### config.mk
export PLATFORM = sky130hd
export DESIGN_NAME = scp_param_bank
export DESIGN_NICKNAME = d
export VERILOG_FILES = /design/src/logic/scp_result_align.v /design/src/logic/scp_result_regs.v /design/src/logic/scp_param_bank.v
export VERILOG_INCLUDE_DIRS = /design/src /design/src/logic
export SDC_FILE = /design/constraint.sdc
export NUM_CORES = 1
export LEC_CHECK = 0
export BUFFER_PORTS_ARGS = -buffer_cell sky130_fd_sc_hd__clkbuf_2
export CORE_AREA = 2 2 126 104
export DETAILED_ROUTE_END_ITERATION = 10
export DIE_AREA = 0 0 128 106
export PLACE_DENSITY = 0.76
export SLEW_MARGIN = 20
export SYNTH_ARGS = -nofsm -noshare
export SYNTH_HDL_FRONTEND = slang
export SYNTH_SLANG_ARGS = --single-unit
### constraint.sdc
create_clock -name ref_clk -period 2.5 [get_ports ref_clk]
set_clock_uncertainty 0.2 [all_clocks]
set_input_delay 0.375 -clock ref_clk [delete_from_list [all_inputs] [get_ports ref_clk]]
set_output_delay 0.375 -clock ref_clk [all_outputs]
set_load 0.01 [all_outputs]
### src/logic/scp_regs.vh
// Constants of the sensor channel configuration parameter set.
// Assumes the includer works in an 8-bit parameter space with a 17-bit converter.
`ifndef SCP_REGS_VH
`define SCP_REGS_VH

// Parameter offsets, reached only through the parameter commands.
`define SCP_OFS_PENDING_ADDR   8'h00
`define SCP_OFS_CHANNEL_LIST   8'h01
`define SCP_OFS_EMIT_ONE_TWO   8'h02
`define SCP_OFS_EMIT_THREE     8'h03
`define SCP_OFS_RESERVED_ZERO  8'h04
`define SCP_OFS_PROX_ALIGN     8'h05
`define SCP_OFS_AMB_ALIGN      8'h06

// Reset values.
`define SCP_RST_PENDING_ADDR   8'h00
`define SCP_RST_CHANNEL_LIST   8'h00
`define SCP_RST_EMIT_ONE_TWO   8'h00
`define SCP_RST_EMIT_THREE     8'h04
`define SCP_RST_PROX_ALIGN     8'h00
`define SCP_RST_AMB_ALIGN      8'h00

// Writable bit masks; every other bit is reserved and held at zero.
`define SCP_MASK_PENDING_ADDR  8'hFF
`define SCP_MASK_CHANNEL_LIST  8'hF7
`define SCP_MASK_EMIT_ONE_TWO  8'h77
`define SCP_MASK_EMIT_THREE    8'h07
`define SCP_MASK_PROX_ALIGN    8'h70
`define SCP_MASK_AMB_ALIGN     8'h30

// Channel list bit positions.
`define SCP_BIT_UV_EN          7
`define SCP_BIT_AUX_EN         6
`define SCP_BIT_AMB_IR_EN      5
`define SCP_BIT_AMB_VIS_EN     4
`define SCP_BIT_PROX3_EN       2
`define SCP_BIT_PROX2_EN       1
`define SCP_BIT_PROX1_EN       0

// Emitter field positions.
`define SCP_EMIT1_LSB          0
`define SCP_EMIT2_LSB          4
`define SCP_EMIT3_LSB          0

// Alignment bit positions.
`define SCP_BIT_PROX3_LOW      6
`define SCP_BIT_PROX2_LOW      5
`define SCP_BIT_PROX1_LOW      4
`define SCP_BIT_AMB_VIS_LOW    5
`define SCP_BIT_AMB_IR_LOW     4

// Command codes.
`define SCP_CMD_NONE           2'h0
`define SCP_CMD_PARAM_WRITE    2'h1
`define SCP_CMD_PARAM_READ     2'h2
`define SCP_CMD_BUS_ADDRESS    2'h3

// Measurement channel codes.
`define SCP_CH_PROX1           3'h0
`define SCP_CH_PROX2           3'h1
`define SCP_CH_PROX3           3'h2
`define SCP_CH_AMB_VIS         3'h3
`define SCP_CH_AMB_IR          3'h4
`define SCP_CH_AUX             3'h5
`define SCP_CH_UV              3'h6

// Result slots; the auxiliary slot is shared by the UV index and the aux channel.
`define SCP_SLOT_PROX1         3'h0
`define SCP_SLOT_PROX2         3'h1
`define SCP_SLOT_PROX3         3'h2
`define SCP_SLOT_AMB_VIS       3'h3
`define SCP_SLOT_AMB_IR        3'h4
`define SCP_SLOT_AUX           3'h5
`define SCP_RST_RESULT         16'h0000

`endif

### src/logic/scp_result_align.v
// Picks which 16 of the 17 converter bits are reported for one measurement.
// Assumes the raw conversion is stable while the caller samples the output.
`timescale 1ns/1ps

module scp_result_align (
    lowBitsSelect,
    convRaw,
    alignedResult
);
    input  wire        lowBitsSelect;
    input  wire [16:0] convRaw;
    output reg  [15:0] alignedResult;

    // Set selects the low sixteen bits, clear the upper sixteen.
    always @* begin
        if (lowBitsSelect) begin
            alignedResult = convRaw[15:0];
        end else begin
            alignedResult = convRaw[16:1];
        end
    end
endmodule // scp_result_align

### src/logic/scp_result_regs.v
// Holds the high and low result byte pairs of the six result slots.
// Assumes at most one slot write per clock, issued by the parameter bank.
`timescale 1ns/1ps
`include "scp_regs.vh"

module scp_result_regs (
    ref_clk,
    rst_n,
    writeEn,
    writeSlot,
    writeData,
    prox1Result,
    prox2Result,
    prox3Result,
    ambVisResult,
    ambIrResult,
    auxResult
);
    input  wire        ref_clk;
    input  wire        rst_n;
    input  wire        writeEn;
    input  wire [2:0]  writeSlot;
    input  wire [15:0] writeData;
    output reg  [15:0] prox1Result;
    output reg  [15:0] prox2Result;
    output reg  [15:0] prox3Result;
    output reg  [15:0] ambVisResult;
    output reg  [15:0] ambIrResult;
    output reg  [15:0] auxResult;

    // Each slot keeps its last result until the same slot is written again.
    always @(posedge ref_clk or negedge rst_n) begin
        if (!rst_n) begin
            prox1Result  <= `SCP_RST_RESULT;
            prox2Result  <= `SCP_RST_RESULT;
            prox3Result  <= `SCP_RST_RESULT;
            ambVisResult <= `SCP_RST_RESULT;
            ambIrResult  <= `SCP_RST_RESULT;
            auxResult    <= `SCP_RST_RESULT;
        end else if (writeEn) begin
            case (writeSlot)
                `SCP_SLOT_PROX1: begin
                    prox1Result <= writeData;
                end
                `SCP_SLOT_PROX2: begin
                    prox2Result <= writeData;
                end
                `SCP_SLOT_PROX3: begin
                    prox3Result <= writeData;
                end
                `SCP_SLOT_AMB_VIS: begin
                    ambVisResult <= writeData;
                end
                `SCP_SLOT_AMB_IR: begin
                    ambIrResult <= writeData;
                end
                `SCP_SLOT_AUX: begin
                    auxResult <= writeData;
                end
                default: begin
                    auxResult <= auxResult;
                end
            endcase
        end
    end
endmodule // scp_result_regs

### src/logic/scp_param_bank.v
// Configuration parameter set of the light and proximity sensor channel engine.
// Assumes the command engine issues one-cycle parameter commands on ref_clk,
// and the converter reports finished 17-bit conversions tagged by channel.
//
// How it works
// - Parameters have no direct address and are reached only through write and read commands.
// - An 8-bit pending bus address becomes the live address on a bus address command.
// - Channel list bit 7 enables the UV index, whose result lands in the auxiliary result pair.
// - Channel list bit 6 enables the auxiliary channel, sharing the same auxiliary result pair.
// - Bits 5 and 4 enable the ambient infrared and visible channels with separate result pairs.
// - Bits 2, 1 and 0 enable proximity channels 3, 2 and 1, and bit 3 is reserved.
// - Channels 1 and 2 pick emitters with fields at bits 2:0 and 6:4, one bit per LED driver.
// - Channel 3 picks emitters with bits 2:0 of its own parameter, resetting to the third LED.
// - Proximity alignment bits 6, 5, 4 pick low or upper 16 result bits of channels 3, 2, 1.
// - Ambient alignment bit 5 acts on the visible result and bit 4 on the infrared result.
`timescale 1ns/1ps
`include "scp_regs.vh"

module scp_param_bank (
    ref_clk,
    rst_n,
    cmdValid,
    cmdCode,
    cmdOffset,
    cmdWriteData,
    cmdDone,
    cmdError,
    paramReadData,
    activeBusAddress,
    channelListEmpty,
    measActive,
    measChannel,
    emitterDrive,
    convValid,
    convChannel,
    convRaw,
    prox1Result,
    prox2Result,
    prox3Result,
    ambVisResult,
    ambIrResult,
    auxResult
);
    // Bus address answered until the first bus address command.
    parameter [7:0] BOOT_BUS_ADDRESS = 8'h00;

    input  wire        ref_clk;
    input  wire        rst_n;
    input  wire        cmdValid;
    input  wire [1:0]  cmdCode;
    input  wire [7:0]  cmdOffset;
    input  wire [7:0]  cmdWriteData;
    output reg         cmdDone;
    output reg         cmdError;
    output reg  [7:0]  paramReadData;
    output reg  [7:0]  activeBusAddress;
    output wire        channelListEmpty;
    input  wire        measActive;
    input  wire [2:0]  measChannel;
    output reg  [2:0]  emitterDrive;
    input  wire        convValid;
    input  wire [2:0]  convChannel;
    input  wire [16:0] convRaw;
    output wire [15:0] prox1Result;
    output wire [15:0] prox2Result;
    output wire [15:0] prox3Result;
    output wire [15:0] ambVisResult;
    output wire [15:0] ambIrResult;
    output wire [15:0] auxResult;

    // Parameter storage.
    reg  [7:0]  pendingAddr_reg;
    reg  [7:0]  channelList_reg;
    reg  [7:0]  emitOneTwo_reg;
    reg  [7:0]  emitThree_reg;
    reg  [7:0]  proxAlign_reg;
    reg  [7:0]  ambAlign_reg;

    // Command decode and read path.
    wire        paramWrite;
    wire        paramRead;
    wire        busAddrCmd;
    reg         offsetKnown;
    reg  [7:0]  readMux;

    // Conversion path.
    reg         convEnabled;
    reg         convLowSelect;
    reg  [2:0]  convSlot;
    wire [15:0] convAligned;
    wire        resultWrite;

    // Emitter selection for the running measurement.
    reg  [2:0]  emitterDrive_next;

    // Tells whether a given channel code is enabled in a channel list.
    function chanEnabled;
        input [7:0] list;
        input [2:0] chan;
        begin
            case (chan)
                `SCP_CH_PROX1:   chanEnabled = list[`SCP_BIT_PROX1_EN];
                `SCP_CH_PROX2:   chanEnabled = list[`SCP_BIT_PROX2_EN];
                `SCP_CH_PROX3:   chanEnabled = list[`SCP_BIT_PROX3_EN];
                `SCP_CH_AMB_VIS: chanEnabled = list[`SCP_BIT_AMB_VIS_EN];
                `SCP_CH_AMB_IR:  chanEnabled = list[`SCP_BIT_AMB_IR_EN];
                `SCP_CH_AUX:     chanEnabled = list[`SCP_BIT_AUX_EN];
                `SCP_CH_UV:      chanEnabled = list[`SCP_BIT_UV_EN];
                default:         chanEnabled = 1'b0;
            endcase
        end
    endfunction

    // Stores a written value with its reserved bits forced low.
    function [7:0] keepWritable;
        input [7:0] value;
        input [7:0] mask;
        begin
            keepWritable = value & mask;
        end
    endfunction

    // Strobes of the three parameter commands.
    // command access only
    assign paramWrite = cmdValid && (cmdCode == `SCP_CMD_PARAM_WRITE);
    assign paramRead  = cmdValid && (cmdCode == `SCP_CMD_PARAM_READ);
    assign busAddrCmd = cmdValid && (cmdCode == `SCP_CMD_BUS_ADDRESS);

    // Informs the command engine that no channel is enabled yet.
    // empty list flagged
    assign channelListEmpty = (channelList_reg == 8'h00);

    // Read multiplexer; unknown offsets and the fixed zero slot read zero.
    always @* begin
        offsetKnown = 1'b1;
        readMux     = 8'h00;
        case (cmdOffset)
            `SCP_OFS_PENDING_ADDR: begin
                readMux = pendingAddr_reg;
            end
            `SCP_OFS_CHANNEL_LIST: begin
                readMux = channelList_reg;
            end
            `SCP_OFS_EMIT_ONE_TWO: begin
                readMux = emitOneTwo_reg;
            end
            `SCP_OFS_EMIT_THREE: begin
                readMux = emitThree_reg;
            end
            `SCP_OFS_RESERVED_ZERO: begin
                readMux = 8'h00;
            end
            `SCP_OFS_PROX_ALIGN: begin
                readMux = proxAlign_reg;
            end
            `SCP_OFS_AMB_ALIGN: begin
                readMux = ambAlign_reg;
            end
            default: begin
                offsetKnown = 1'b0;
            end
        endcase
    end

    // Parameter writes; a write to the fixed zero slot or an unknown offset has no effect.
    always @(posedge ref_clk or negedge rst_n) begin
        if (!rst_n) begin
            pendingAddr_reg <= `SCP_RST_PENDING_ADDR;
            channelList_reg <= `SCP_RST_CHANNEL_LIST;
            emitOneTwo_reg  <= `SCP_RST_EMIT_ONE_TWO;
            emitThree_reg   <= `SCP_RST_EMIT_THREE;
            proxAlign_reg   <= `SCP_RST_PROX_ALIGN;
            ambAlign_reg    <= `SCP_RST_AMB_ALIGN;
        end else if (paramWrite) begin
            case (cmdOffset)
                `SCP_OFS_PENDING_ADDR: begin
                    pendingAddr_reg <= keepWritable(cmdWriteData, `SCP_MASK_PENDING_ADDR);
                end
                `SCP_OFS_CHANNEL_LIST: begin
                    channelList_reg <= keepWritable(cmdWriteData, `SCP_MASK_CHANNEL_LIST);
                end
                `SCP_OFS_EMIT_ONE_TWO: begin
                    emitOneTwo_reg <= keepWritable(cmdWriteData, `SCP_MASK_EMIT_ONE_TWO);
                end
                `SCP_OFS_EMIT_THREE: begin
                    emitThree_reg <= keepWritable(cmdWriteData, `SCP_MASK_EMIT_THREE);
                end
                `SCP_OFS_PROX_ALIGN: begin
                    proxAlign_reg <= keepWritable(cmdWriteData, `SCP_MASK_PROX_ALIGN);
                end
                `SCP_OFS_AMB_ALIGN: begin
                    ambAlign_reg <= keepWritable(cmdWriteData, `SCP_MASK_AMB_ALIGN);
                end
                default: begin
                    ambAlign_reg <= ambAlign_reg;
                end
            endcase
        end
    end

    // Command answer: done pulse, error pulse on a write or read to an unknown offset, and read data.
    always @(posedge ref_clk or negedge rst_n) begin
        if (!rst_n) begin
            cmdDone       <= 1'b0;
            cmdError      <= 1'b0;
            paramReadData <= 8'h00;
        end else begin
            cmdDone  <= paramWrite || paramRead || busAddrCmd;
            cmdError <= (paramWrite || paramRead) && !offsetKnown;
            if (paramRead) begin
                paramReadData <= readMux;
            end
        end
    end

    // Live bus address; it only moves on a bus address command.
    always @(posedge ref_clk or negedge rst_n) begin
        if (!rst_n) begin
            activeBusAddress <= BOOT_BUS_ADDRESS;
        end else if (busAddrCmd) begin
            activeBusAddress <= pendingAddr_reg;
        end
    end

    // Emitter drivers for the proximity measurement now running.
    always @* begin
        emitterDrive_next = 3'b000;
        if (measActive && chanEnabled(channelList_reg, measChannel)) begin
            case (measChannel)
                `SCP_CH_PROX1: begin
                    emitterDrive_next = emitOneTwo_reg[`SCP_EMIT1_LSB +: 3];
                end
                `SCP_CH_PROX2: begin
                    emitterDrive_next = emitOneTwo_reg[`SCP_EMIT2_LSB +: 3];
                end
                `SCP_CH_PROX3: begin
                    emitterDrive_next = emitThree_reg[`SCP_EMIT3_LSB +: 3];
                end
                default: begin
                    emitterDrive_next = 3'b000;
                end
            endcase
        end
    end

    // Registers the emitter enables so the drivers see a clean level.
    always @(posedge ref_clk or negedge rst_n) begin
        if (!rst_n) begin
            emitterDrive <= 3'b000;
        end else begin
            emitterDrive <= emitterDrive_next;
        end
    end

    // Maps a finished conversion to its result slot and its alignment choice.
    always @* begin
        convEnabled   = chanEnabled(channelList_reg, convChannel);
        convLowSelect = 1'b0;
        convSlot      = `SCP_SLOT_AUX;
        case (convChannel)
            `SCP_CH_PROX1: begin
                convSlot      = `SCP_SLOT_PROX1;
                convLowSelect = proxAlign_reg[`SCP_BIT_PROX1_LOW];
            end
            `SCP_CH_PROX2: begin
                convSlot      = `SCP_SLOT_PROX2;
                convLowSelect = proxAlign_reg[`SCP_BIT_PROX2_LOW];
            end
            `SCP_CH_PROX3: begin
                convSlot      = `SCP_SLOT_PROX3;
                convLowSelect = proxAlign_reg[`SCP_BIT_PROX3_LOW];
            end
            `SCP_CH_AMB_VIS: begin
                convSlot      = `SCP_SLOT_AMB_VIS;
                convLowSelect = ambAlign_reg[`SCP_BIT_AMB_VIS_LOW];
            end
            `SCP_CH_AMB_IR: begin
                convSlot      = `SCP_SLOT_AMB_IR;
                convLowSelect = ambAlign_reg[`SCP_BIT_AMB_IR_LOW];
            end
            `SCP_CH_AUX: begin
                convSlot = `SCP_SLOT_AUX;
            end
            `SCP_CH_UV: begin
                convSlot = `SCP_SLOT_AUX;
            end
            default: begin
                convEnabled = 1'b0;
            end
        endcase
    end

    // Results of disabled channels are dropped.
    // enabled channels only
    assign resultWrite = convValid && convEnabled;

    // Alignment of the conversion being stored.
    scp_result_align uAlign (
        .lowBitsSelect (convLowSelect),
        .convRaw       (convRaw),
        .alignedResult (convAligned)
    );

    // Result register pairs.
    scp_result_regs uResults (
        .ref_clk      (ref_clk),
        .rst_n        (rst_n),
        .writeEn      (resultWrite),
        .writeSlot    (convSlot),
        .writeData    (convAligned),
        .prox1Result  (prox1Result),
        .prox2Result  (prox2Result),
        .prox3Result  (prox3Result),
        .ambVisResult (ambVisResult),
        .ambIrResult  (ambIrResult),
        .auxResult    (auxResult)
    );

endmodule // scp_param_bank

==> results of run 1 <==
==> final cells by class <==
| class | instances | area (um2) | share of cell area [%] |
|---|---|---|---|
| Sequential cell | 146 | 3650 | 45.3 |
| Multi-Input combinational cell | 254 | 2580 | 32.0 |
| Timing Repair Buffer | 179 | 1000 | 12.4 |
| Clock buffer | 21 | 470 | 5.84 |
| Tap cell | 156 | 195 | 2.42 |
| Clock inverter | 11 | 158 | 1.96 |
| Inverter | 1 | 3.75 | 0.0466 |
==> per-stage QoR <==
step           hold slack (ns)  cell area [um2]  worst slack [ns]  util, %
2_1_floorplan           -0.121             6380             0.248        -
3_3_place_gp             0.171             7400             0.106     59.7
3_5_place_dp             0.178             7400            0.0574     59.7
4_1_cts                0.00298             8060            0.0571     65.0
5_1_grt                 0.0201             8060            0.0332     65.0
6_report                0.0162             8060            0.0873     65.0
==> power breakdown <==
part	internal (mW)	total, mW	switching (mW)
registers	2.72	2.93	0.216
clock network	1.74	2.69	0.957
logic	0.602	1.17	0.569
total	5.06	6.80	1.74
==> cells in the final DEF (no fill, tap or decap), drive strengths merged, types with 2 or more instances in the layout <==
| cell | netlist | routed |
|---|---|---|
| nand2b | 7 | 7 |
| clkbuf | 5 | 183 |
| mux2i | 8 | 8 |
| nand3 | 5 | 5 |
| and4b | 2 | 2 |
| nand4 | 2 | 2 |
| dlygate4sd3 | 0 | 3 |
| o21ai | 11 | 11 |
| bufinv | 0 | 4 |
| nand3b | 2 | 2 |
| a21oi | 6 | 6 |
| nand2 | 17 | 17 |
| mux4 | 4 | 4 |
| clkinv | 0 | 6 |
| buf | 12 | 14 |
| dfrtp | 145 | 145 |
| nor2 | 12 | 12 |
| o21a | 2 | 2 |
| or4 | 2 | 2 |
| mux2 | 151 | 151 |
| nor2b | 7 | 7 |
| a22oi | 3 | 3 |
==> worst max-delay path by stage <==
stage	end	slack (ns)	depth (start not counted)
CTS	channelListEmpty	0.06	3
floorplan	uResults.auxResult[0]$_DFFE_PN0P_	0.25	8
detailed placement	uResults.ambIrResult[9]$_DFFE_PN0P_	0.06	7
global placement	uResults.ambIrResult[15]$_DFFE_PN0P_	0.11	7
global route	channelListEmpty	0.03	3
finish	channelListEmpty	0.09	3
==> layer usage <==
metal / vias up / global-route usage (%) / routed length, um
met4: 0 / 8.24 / 247
li1: 1887 / - / -
met2: 131 / 36.7 / 7140
met5: - / 0 / 0
met3: 23 / 5.33 / 712
met1: 2127 / 34.0 / 7190
==> logic make-up (layout without fill, tap and decap cells) <==
group / after synthesis / count (layout) / share of synthesized area (%)
buf+inv: 18 / 212 / 2.31
flops: 146 / 146 / 57.3
simple gates: 61 / 61 / 6.06
mux: 163 / 163 / 31.1
compound gates: 30 / 30 / 3.29
==> critical path, stage by stage, from the launching register on <==
cell and delay, ns:
dfrtp_1 0.44, or4_1 0.52, nor4_1 0.26, clkbuf_2 0.20
==> results by group, run 1 <==
STA
  – Fin. Hold Viols: 0
  – Sum of negative setup slack: 0 ns
  – Fin crit period: 2.41 ns
  – Achievable Freq: about 410 MHz
  – Relative slew slack: between 60% and 70%
  – Final Cycle Share: 96.5%
  – RSZ-0062 raised after global routing: no
  – Worst Max-Slew Pin Slew: approximately 0.54 ns
  – Max Slew Vio Count: 0
  – Final setup vio count: 0

Yosys
  – Syn Area/Cell: roughly 15 um2
  – Async set or reset register ratio after synthesis: 100%
  – Synth top area share: between 50% and 60%
  – List of most frequent post-synthesis cells: 145 x dfrtp_1, 88 x mux2_2, 33 x mux2_1
  – Mapped Nets: ~460
  – Synth unique cells: between 40 and 50
  – Mapped cell area: between 6000 and 7000 um2
  – Yosys warns: 0
  – Share of the yosys chip area belonging to registers: 57.3%
  – EDFF count, synth: 0
  – Top cells by area, synth: dfrtp_1 57%, mux2_2 16%, mux2_4 7.1%
  – Top_reg_cell synth: dfrtp_1
  – Cell taking the most area after synthesis: dfrtp_1
  – Count leader, synth: dfrtp_1
  – Synth Instances: between 400 and 500
  – Yosys reg bits: ~150

CTS
  – CTS Sinks: 146
  – Clk slew on worst S/H paths: ~0.060 ns
  – Hold-fix buffers, CTS: 3
  – Num CTS Buffers: 17
  – H-tree levels: 4
  – CTS tree: built
  – # Post-CTS Setup Buffers: 0
  – Clock tree buffer depth: 2
  – Clock Tree Root: clkbuf_16
  – Post-CTS sizing: 0
  – Worst-Skew Late Latency: ~0.42 ns

Layout
  – Layout cells sized above 1: around 56%
  – Final #Nets: about 650
  – Layout area overhead: 26.3%
  – Antenna cells: 0
  – Final cell count without fillers: between 700 and 800
  – Number of fill cells: about 960

Setup path
  – CP startpoint: channelList_reg[0]$_DFFE_PN0P_
  – Reg2reg setup slack: 0.24 ns
  – Worst r2r dst: uResults.ambIrResult[9]$_DFFE_PN0P_
  – Critical Path End Type: output pin
  – Reg2reg start: channelList_reg[4]$_DFFE_PN0P_
  – Worst reg2reg path depth: 5
  – Startpoint types: flip-flop
  – Critical-path maximum fanout: 5
  – Kind of critical path: reg2out
  – Critical Path RT: approximately 1.9 ns
  – Worst Path Arrival: about 1.8 ns

Global routing
  – Pin count of the biggest net entering global routing: 56
  – Vias in the first global route: ~4400
  – Initial antenna violation count: 0
  – Global-route wire length before repair: between 20 and 25 mm
  – Overall routing resource usage: about a quarter
  – Total grt overflow: 0

Power and ir drop
  – Pleak: ~4.1 nW
  – Pwr dens: 843 nW/um2
  – Worst vdd ir: approximately 0.00051 V
  – Tot Pwr: between 6 and 7 mW

Status
  – Status: complete, no violations

Routing
  – DRT iter0 DRCs: 208
  – WL final: about 15 mm
  – DRC violations left: 0
  – Wirelength per Cell: slightly below 20 um
  – Post-DR vias/cell: about 5.4
  – Via Count: between 4000 and 5000
  – Pre-Repair DR Iteration Count: 4
  – Post-route ant nets: 0

Floorplanning
  – Core Footprint: ~12000 um2
  – Ports: 164
  – Die Wd: approximately 130 um
  – Starting Density: 51.4%
  – Total die area: ~14000 um2
  – Die Ht: approximately 110 um
  – Cell row count: 37

Placed design
  – Gp weighted congestion: 0.823
  – Cell Count Post-Placement: 733
  – DP Wirelength: roughly 11 mm
  – IO buf count: between 150 and 200

Worst hold path
  – Min-Delay Endpoint: pendingAddr_reg[6]$_DFFE_PN0P_
  – Worst hold path startpoint: cmdWriteData[6]
  – Hold depth: 2
  – HP Class: in2reg

Flow run
  – Max Cap Violations: 0
Power figures use the tool's default switching activity.
==> run 2, diff against run 1 <==
--- a/config.mk
+++ b/config.mk
@@ -7,11 +7,12 @@
 export NUM_CORES = 1
 export LEC_CHECK = 0
 export BUFFER_PORTS_ARGS = -buffer_cell sky130_fd_sc_hd__clkbuf_2
-export CORE_AREA = 2 2 126 104
+export CORE_AREA = 2 2 166 136
 export DETAILED_ROUTE_END_ITERATION = 10
-export DIE_AREA = 0 0 128 106
-export PLACE_DENSITY = 0.76
+export DIE_AREA = 0 0 168 138
+export PLACE_DENSITY = 0.47
 export SLEW_MARGIN = 20
 export SYNTH_ARGS = -nofsm -noshare
 export SYNTH_HDL_FRONTEND = slang
+export SYNTH_HIERARCHICAL = 1
 export SYNTH_SLANG_ARGS = --single-unit
==> constraint.sdc (replaced) <==
create_clock -name ref_clk -period 2.6 [get_ports ref_clk]
set_clock_uncertainty 0.2 [all_clocks]
set_input_delay 0.39 -clock ref_clk [delete_from_list [all_inputs] [get_ports ref_clk]]
set_output_delay 0.39 -clock ref_clk [all_outputs]
set_load 0.01 [all_outputs]
==> run 2 against run 1 <==
Register-to-register slack improved by 0.03 ns. Via count barely moved. Hold slack improved by 0.0044 ns. Count of clock-buffer cells in the layout fell by 3. Design area rose by 0.98%. Sequential power fell by 6%. Clock power fell by 13%. Total power fell by 9.7%. Non-clock buffer count rose by 1. Synthesized cell count rose by 0.48%. Critical endpoint unchanged. Highest routed layer unchanged.
==> results by group, run 2 <==
Yosys
  – Synth top area share: a little under three fifths
  – Xor and xnor area share after synthesis: less than 1%
  – List of most frequent post-synthesis cells: 145 x dfrtp_1, 137 x mux2_2, 17 x nand2_1
  – Syn Area/Cell: ~15 um2
  – Synth unique cells: 50
  – Count leader, synth: dfrtp_1
  – Multiplexer share of the synthesized area: about 30%
  – Top cells by area, synth: dfrtp_1 57%, mux2_2 24%, mux2_4 2.4%
  – Async set or reset register ratio after synthesis: 100%
  – Mapped Nets: 466
  – Adder-cell area share of the yosys netlist: 0%
  – Yosys reg bits: about 150
  – Cell taking the most area after synthesis: dfrtp_1
  – EDFF count, synth: 0
  – Yosys warns: 6
  – Share of the yosys chip area belonging to registers: between 50 and 60%
  – Mapped cell area: 6340 um2
  – Synth Instances: 420
  – Compound-Gate Fraction of Synth Area: 2.94%
  – Top_reg_cell synth: dfrtp_1
  – Largest family of logic cells by synthesized area: multiplexers
  – Post-Synth Simple-Gate Area: 6.29%

Setup path
  – Critical Path End Type: output pin
  – Family with the most delay on the worst path: simple AND/OR/NAND/NOR gates
  – Critical-path maximum fanout: 5
  – Reg2reg setup slack: roughly 0.27 ns
  – CP Depth: 3
  – Kind of critical path: reg2out
  – Critical Path RT: 2.01 ns
  – Startpoint types: flip-flop
  – Critical Path Slowest Stage Cell: or4_1
  – Worst r2r dst: uResults/auxResult[3]$_DFFE_PN0P_
  – Reg2reg start: channelList_reg[1]$_DFFE_PN0P_
  – Worst reg2reg path depth: 5
  – Worst-path cell chain: or4_1 -> nor4_1 -> clkbuf_2
  – Critical Path Max Stage Delay: about 0.56 ns
  – CP startpoint: channelList_reg[2]$_DFFE_PN0P_
  – Worst Path Arrival: 1.89 ns
  – Crit path buf inv count: 1
  – Setup crit end: channelListEmpty

STA
  – RSZ-0062 raised after global routing: no
  – Achievable Freq: between 400 and 500 MHz
  – Worst hold slack: about 0.021 ns
  – Relative slew slack: 58.6%
  – Fin crit period: about 2.5 ns
  – Sum of negative setup slack: 0 ns
  – Final setup vio count: 0
  – Max Slew Vio Count: 0
  – Final Cycle Share: 95.5%
  – Worst Max-Slew Pin Slew: between 0.6 and 0.7 ns
  – Fin. Hold Viols: 0

Global routing
  – Total grt overflow: 0
  – Global-route wire length before repair: approximately 27 mm
  – Vias in the first global route: around 4600
  – Initial antenna violation count: 0
  – Overall routing resource usage: roughly 15%
  – Pin count of the biggest net entering global routing: 64

CTS
  – CTS tree: built
  – Clk slew on worst S/H paths: roughly 0.07 ns
  – H-tree levels: 4
  – # Post-CTS Setup Buffers: 0
  – CTS Sinks: about 150
  – Num CTS Buffers: 17
  – Worst-Skew Late Latency: ~0.42 ns
  – Clock Tree Root: clkbuf_16
  – Post-CTS sizing: 0
  – Clock tree buffer depth: 2

Placed design
  – IO buf count: ~160
  – Cell Count Post-Placement: 856
  – Gp weighted congestion: 0.779
  – DP Wirelength: about 12 mm
  – Dpl cell area: between 7000 and 8000 um2

Flow run
  – Max Cap Violations: 0

Layout
  – Antenna cells: 0
  – Number of fill cells: around 2100
  – Final Cell Area: 8140 um2
  – Final #Nets: around 640
  – Layout cells sized above 1: 61.2%
  – Most frequent cells in the layout: 162 x clkbuf_2, 145 x dfrtp_1, 137 x mux2_2
  – Final cell count without fillers: just under 900
  – Layout area overhead: 28.4%
  – Leading cell type in the layout, fill and taps excluded: clkbuf_2

Worst hold path
  – HP Class: in2reg

Routing
  – Post-DR vias/cell: around 4.7
  – DRT iter0 DRCs: 181
  – Via Count: 4165
  – Pre-Repair DR Iteration Count: 4
  – Wirelength per Cell: 19.1 um
  – WL final: between 15 and 20 mm
  – Post-route ant nets: 0
  – DRC violations left: 0

Floorplanning
  – Total die area: around 23000 um2
  – Die Wd: 168 um
  – Ports: between 150 and 200
  – Die Ht: between 100 and 150 um
  – Cell row count: 49
  – Core Footprint: ~22000 um2
  – Starting Density: around 29%

Power and ir drop
  – Tot Pwr: 6.14 mW
  – Pwr dens: 754 nW/um2
  – Pleak: about 4 nW
  – Worst vdd ir: 0.000411 V

Status
  – Status: complete, no violations
-- run 2: changes by cell type in the layout (fill, tap and decap cells not counted), sizes merged, moves of 4 or more --
cell    previous run  this run
inv                1        10
nor2              12         6
clkinv             6         1
nand2b             7         2
bufinv             4         0
-- run 2: where the power goes --
| group | internal (mW) | switching, mW |
|---|---|---|
| sequential | 2.59 | 0.173 |
| clock | 1.28 | 1.05 |
| combinational | 0.510 | 0.538 |
-- run 2: cell type report --
class / count / area (um2) / share of cell area, %
Timing Repair Buffer: 180 / 1070 / 13.1
Clock inverter: 13 / 116 / 1.43
Sequential cell: 146 / 3650 / 44.9
Multi-Input combinational cell: 250 / 2500 / 30.8
Clock buffer: 18 / 439 / 5.40
Inverter: 2 / 7.51 / 0.0922
Tap cell: 280 / 350 / 4.30
-- run 2: cell families after synthesis --
kind of cell	Yosys count
compound gates	28
xor+xnor	1
buf+inv	24
flops	146
mux	162
simple gates	59
-- run 2: worst min-delay path by stage --
stage / start / depth (start not counted) / slack [ns] / to
after floorplan: rst_n / 0 / -0.11 / activeBusAddress[0]$_DFFE_PN0P_
after global placement: rst_n / 1 / 0.22 / emitterDrive[2]$_DFF_PN0_
after detailed placement: rst_n / 1 / 0.23 / emitterDrive[0]$_DFF_PN0_
after CTS: cmdWriteData[7] / 2 / 0.007 / channelList_reg[7]$_DFFE_PN0P_
after global routing: cmdWriteData[7] / 2 / 0.009 / channelList_reg[7]$_DFFE_PN0P_
final: cmdWriteData[7] / 2 / 0.02 / channelList_reg[7]$_DFFE_PN0P_
-- run 2: metal layers --
| metal | share of wire, % | global-route usage, % | vias to the layer above |
|---|---|---|---|
| met1 | 45 | 19.8 | 2154 |
| met5 | 0 | 0 | - |
| met2 | 47 | 23.8 | 106 |
| li1 | - | - | 1889 |
| met4 | 1.6 | 5.45 | 0 |
| met3 | 5.8 | 4.92 | 16 |
-- run 2: metrics by stage --
step	util (%)	setup WS, ns
floorplan	-	0.0664
global placement	34.8	0.222
CTS	37.4	0.0490
detailed placement	34.8	0.136
finish	37.4	0.117
global route	37.4	0.00659
-- run 2: repair_timing --
action / in CTS / in global routing
setup endpoints to repair: 0 / 0
hold buffers: 2 / 0
endpoints found under the hold margin: 62 / 0
==> run 3, diff against run 2 <==
--- a/config.mk
+++ b/config.mk
@@ -7,10 +7,10 @@
 export NUM_CORES = 1
 export LEC_CHECK = 0
 export BUFFER_PORTS_ARGS = -buffer_cell sky130_fd_sc_hd__clkbuf_2
-export CORE_AREA = 2 2 166 136
+export CORE_AREA = 2 2 182 148
 export DETAILED_ROUTE_END_ITERATION = 10
-export DIE_AREA = 0 0 168 138
-export PLACE_DENSITY = 0.47
+export DIE_AREA = 0 0 184 150
+export PLACE_DENSITY = 0.4
 export SLEW_MARGIN = 20
 export SYNTH_ARGS = -nofsm -noshare
 export SYNTH_HDL_FRONTEND = slang
==> run 3 against run 2 <==
Global-route usage is 1.7 points lower. Combinational power hardly changed. First-iteration DRC count is 22% higher. Total power is 1.9% higher. Critical path depth stayed put. Clock power is 5% higher. Sequential share of layout area is 0.56 points lower. Cell count is 6.1% higher. Worst setup slack better by 0.020 ns. Count of clock-buffer cells in the layout stayed put. Sequential power hardly changed.
==> results by group, run 3 (synthesized netlist as in run 2, its figures left out) <==
Status
  – Status: complete, no violations

Setup path
  – Critical Path End Type: output pin
  – Critical Path Max Stage Delay: between 0.5 and 0.6 ns
  – Kind of critical path: reg2out
  – Critical Path Slowest Stage Cell: or4_1
  – Critical-path maximum fanout: 4
  – Startpoint types: flip-flop
  – Worst-path cell chain: or4_1 -> nor4_1 -> clkbuf_2
  – Worst Path Arrival: 1.87 ns
  – Critical Path RT: about 2.0 ns

Power and ir drop
  – Pwr dens: about 760 nW/um2
  – Reg power frac: approximately 45%
  – Worst vdd ir: 0.000313 V
  – Sw frac: 28.5%
  – Pleak: ~4.1 nW
  – Tot Pwr: ~6.3 mW
  – Internal power: ~4.5 mW
  – Clk pwr share: between 30% and 40%
  – P_sw: about 1.8 mW
  – Gate power share: between 15 and 20%

CTS
  – CTS Sinks: ~150
  – CTS tree: built
  – Clock Tree Root: clkbuf_16
  – # Post-CTS Setup Buffers: 0
  – Num CTS Buffers: 17
  – Clk slew on worst S/H paths: approximately 0.070 ns
  – Worst-Skew Late Latency: 0.42 ns
  – H-tree levels: 4
  – Clock tree buffer depth: 2

Flow run
  – Max Cap Violations: 0

Global routing
  – Vias in the first global route: between 4000 and 5000
  – Pin count of the biggest net entering global routing: between 50 and 60
  – Overall routing resource usage: between 10% and 20%
  – Initial antenna violation count: 0
  – Total grt overflow: 0
  – Global-route wire length before repair: approximately 28 mm

STA
  – Worst Max-Slew Pin Slew: around 0.6 ns
  – Relative slew slack: between 60% and 70%
  – Fin crit period: between 2 and 2.5 ns
  – Worst hold slack: about 0.029 ns
  – Sum of negative setup slack: 0 ns
  – Fin. Hold Viols: 0
  – Final setup vio count: 0
  – Achievable Freq: slightly above 400 MHz
  – Setup ws final: 0.137 ns
  – RSZ-0062 raised after global routing: no
  – Final Cycle Share: 94.7%
  – Max Slew Vio Count: 0

Floorplanning
  – Die Ht: roughly 150 um
  – Die Wd: roughly 180 um
  – Starting Density: approximately a quarter
  – Total die area: 27600 um2
  – Core Footprint: ~26000 um2
  – Ports: approximately 160
  – Cell row count: between 50 and 60

Placed design
  – Pre-CTS WS: 0.132 ns
  – IO buf count: between 150 and 200
  – DP Wirelength: 13.0 mm
  – Gp weighted congestion: just under 0.8

Routing
  – Post-route ant nets: 0
  – WL met1: ~8.7 mm
  – Wirelength per Cell: ~19 um
  – DRC violations left: 0
  – WL final: ~18 mm
  – DRT iter0 DRCs: 221
  – Via Count: between 4000 and 5000
  – Max layer used: met4
  – Post-DR vias/cell: roughly 4.4
  – WL met2: 8.23 mm
  – Pre-Repair DR Iteration Count: 4
  – Metal3 WL: ~840 um

Layout
  – Layout area overhead: 30.0%
  – Most frequent cells in the layout: 162 x clkbuf_2, 145 x dfrtp_1, 137 x mux2_2
  – Number of fill cells: ~2600
  – Final #Nets: around 650
  – Layout cells sized above 1: approximately three fifths
  – Antenna cells: 0
  – Leading cell type in the layout, fill and taps excluded: clkbuf_2
  – Multi-input gate area: 2500 um2
  – Register area: 3650 um2

Worst hold path
  – HP Class: in2reg
[run 3: final timing paths]
kind	start	end	slack [ns]	depth (start not counted)
worst max register to register	channelList_reg[0]$_DFFE_PN0P_	uResults/prox2Result[4]$_DFFE_PN0P_	0.34	5
worst min register to register	paramReadData[2]$_DFFE_PN0P_	paramReadData[2]$_DFFE_PN0P_	0.29	2
worst min-delay path	cmdWriteData[7]	pendingAddr_reg[7]$_DFFE_PN0P_	0.03	2
worst max-delay path	channelList_reg[7]$_DFFE_PN0P_	channelListEmpty	0.14	3
max in group asynchronous	rst_n	uResults/ambIrResult[2]$_DFFE_PN0P_	1.13	3
min in group asynchronous	rst_n	emitterDrive[2]$_DFF_PN0_	0.31	2
[run 3: critical path: cells and delay by family (launching register included)]
kind	cells	cell delay, ns
AND/OR/NAND/NOR	2	0.79
flip-flops	1	0.46
buffers and inverters	1	0.20
[run 3: timing repair]
action | in CTS | in global routing
hold endpoints to repair | 55 | 0
gates resized for setup | 0 | 0
hold buffers | 2 | 0
[run 3: cell type report]
type / instances / area share, %
Multi-Input combinational cell: 250 / 30.4
Timing Repair Buffer: 183 / 13.1
Sequential cell: 146 / 44.3
Clock inverter: 14 / 1.78
Clock buffer: 18 / 5.33
Inverter: 2 / 0.0911
Tap cell: 330 / 5.01
[run 3: power groups by stage]
stage / Clock (mW) / Combinational (mW) / Sequential, mW
floorplan: 0 / 0.369 / 2.93
global placement: 0 / 1.04 / 2.83
detailed placement: 0 / 1.06 / 2.82
CTS: 2.52 / 1.06 / 2.79
global route: 2.63 / 1.13 / 2.82
finish: 2.44 / 1.04 / 2.78
[run 3: layer usage]
layer | GRT usage [%] | vias up
met1 | 19.2 | 2152
met5 | 0 | -
li1 | - | 1900
met2 | 20.2 | 95
met4 | 3.52 | 0
met3 | 3.43 | 12
[run 3: through the flow]
stage,util (%),area [um2],cells
after global routing,31.9,8240,943
final,31.9,8240,943
after detailed placement,29.5,7640,909
after CTS,31.9,8240,943
after floorplan,-,6340,420
after global placement,29.5,7640,909
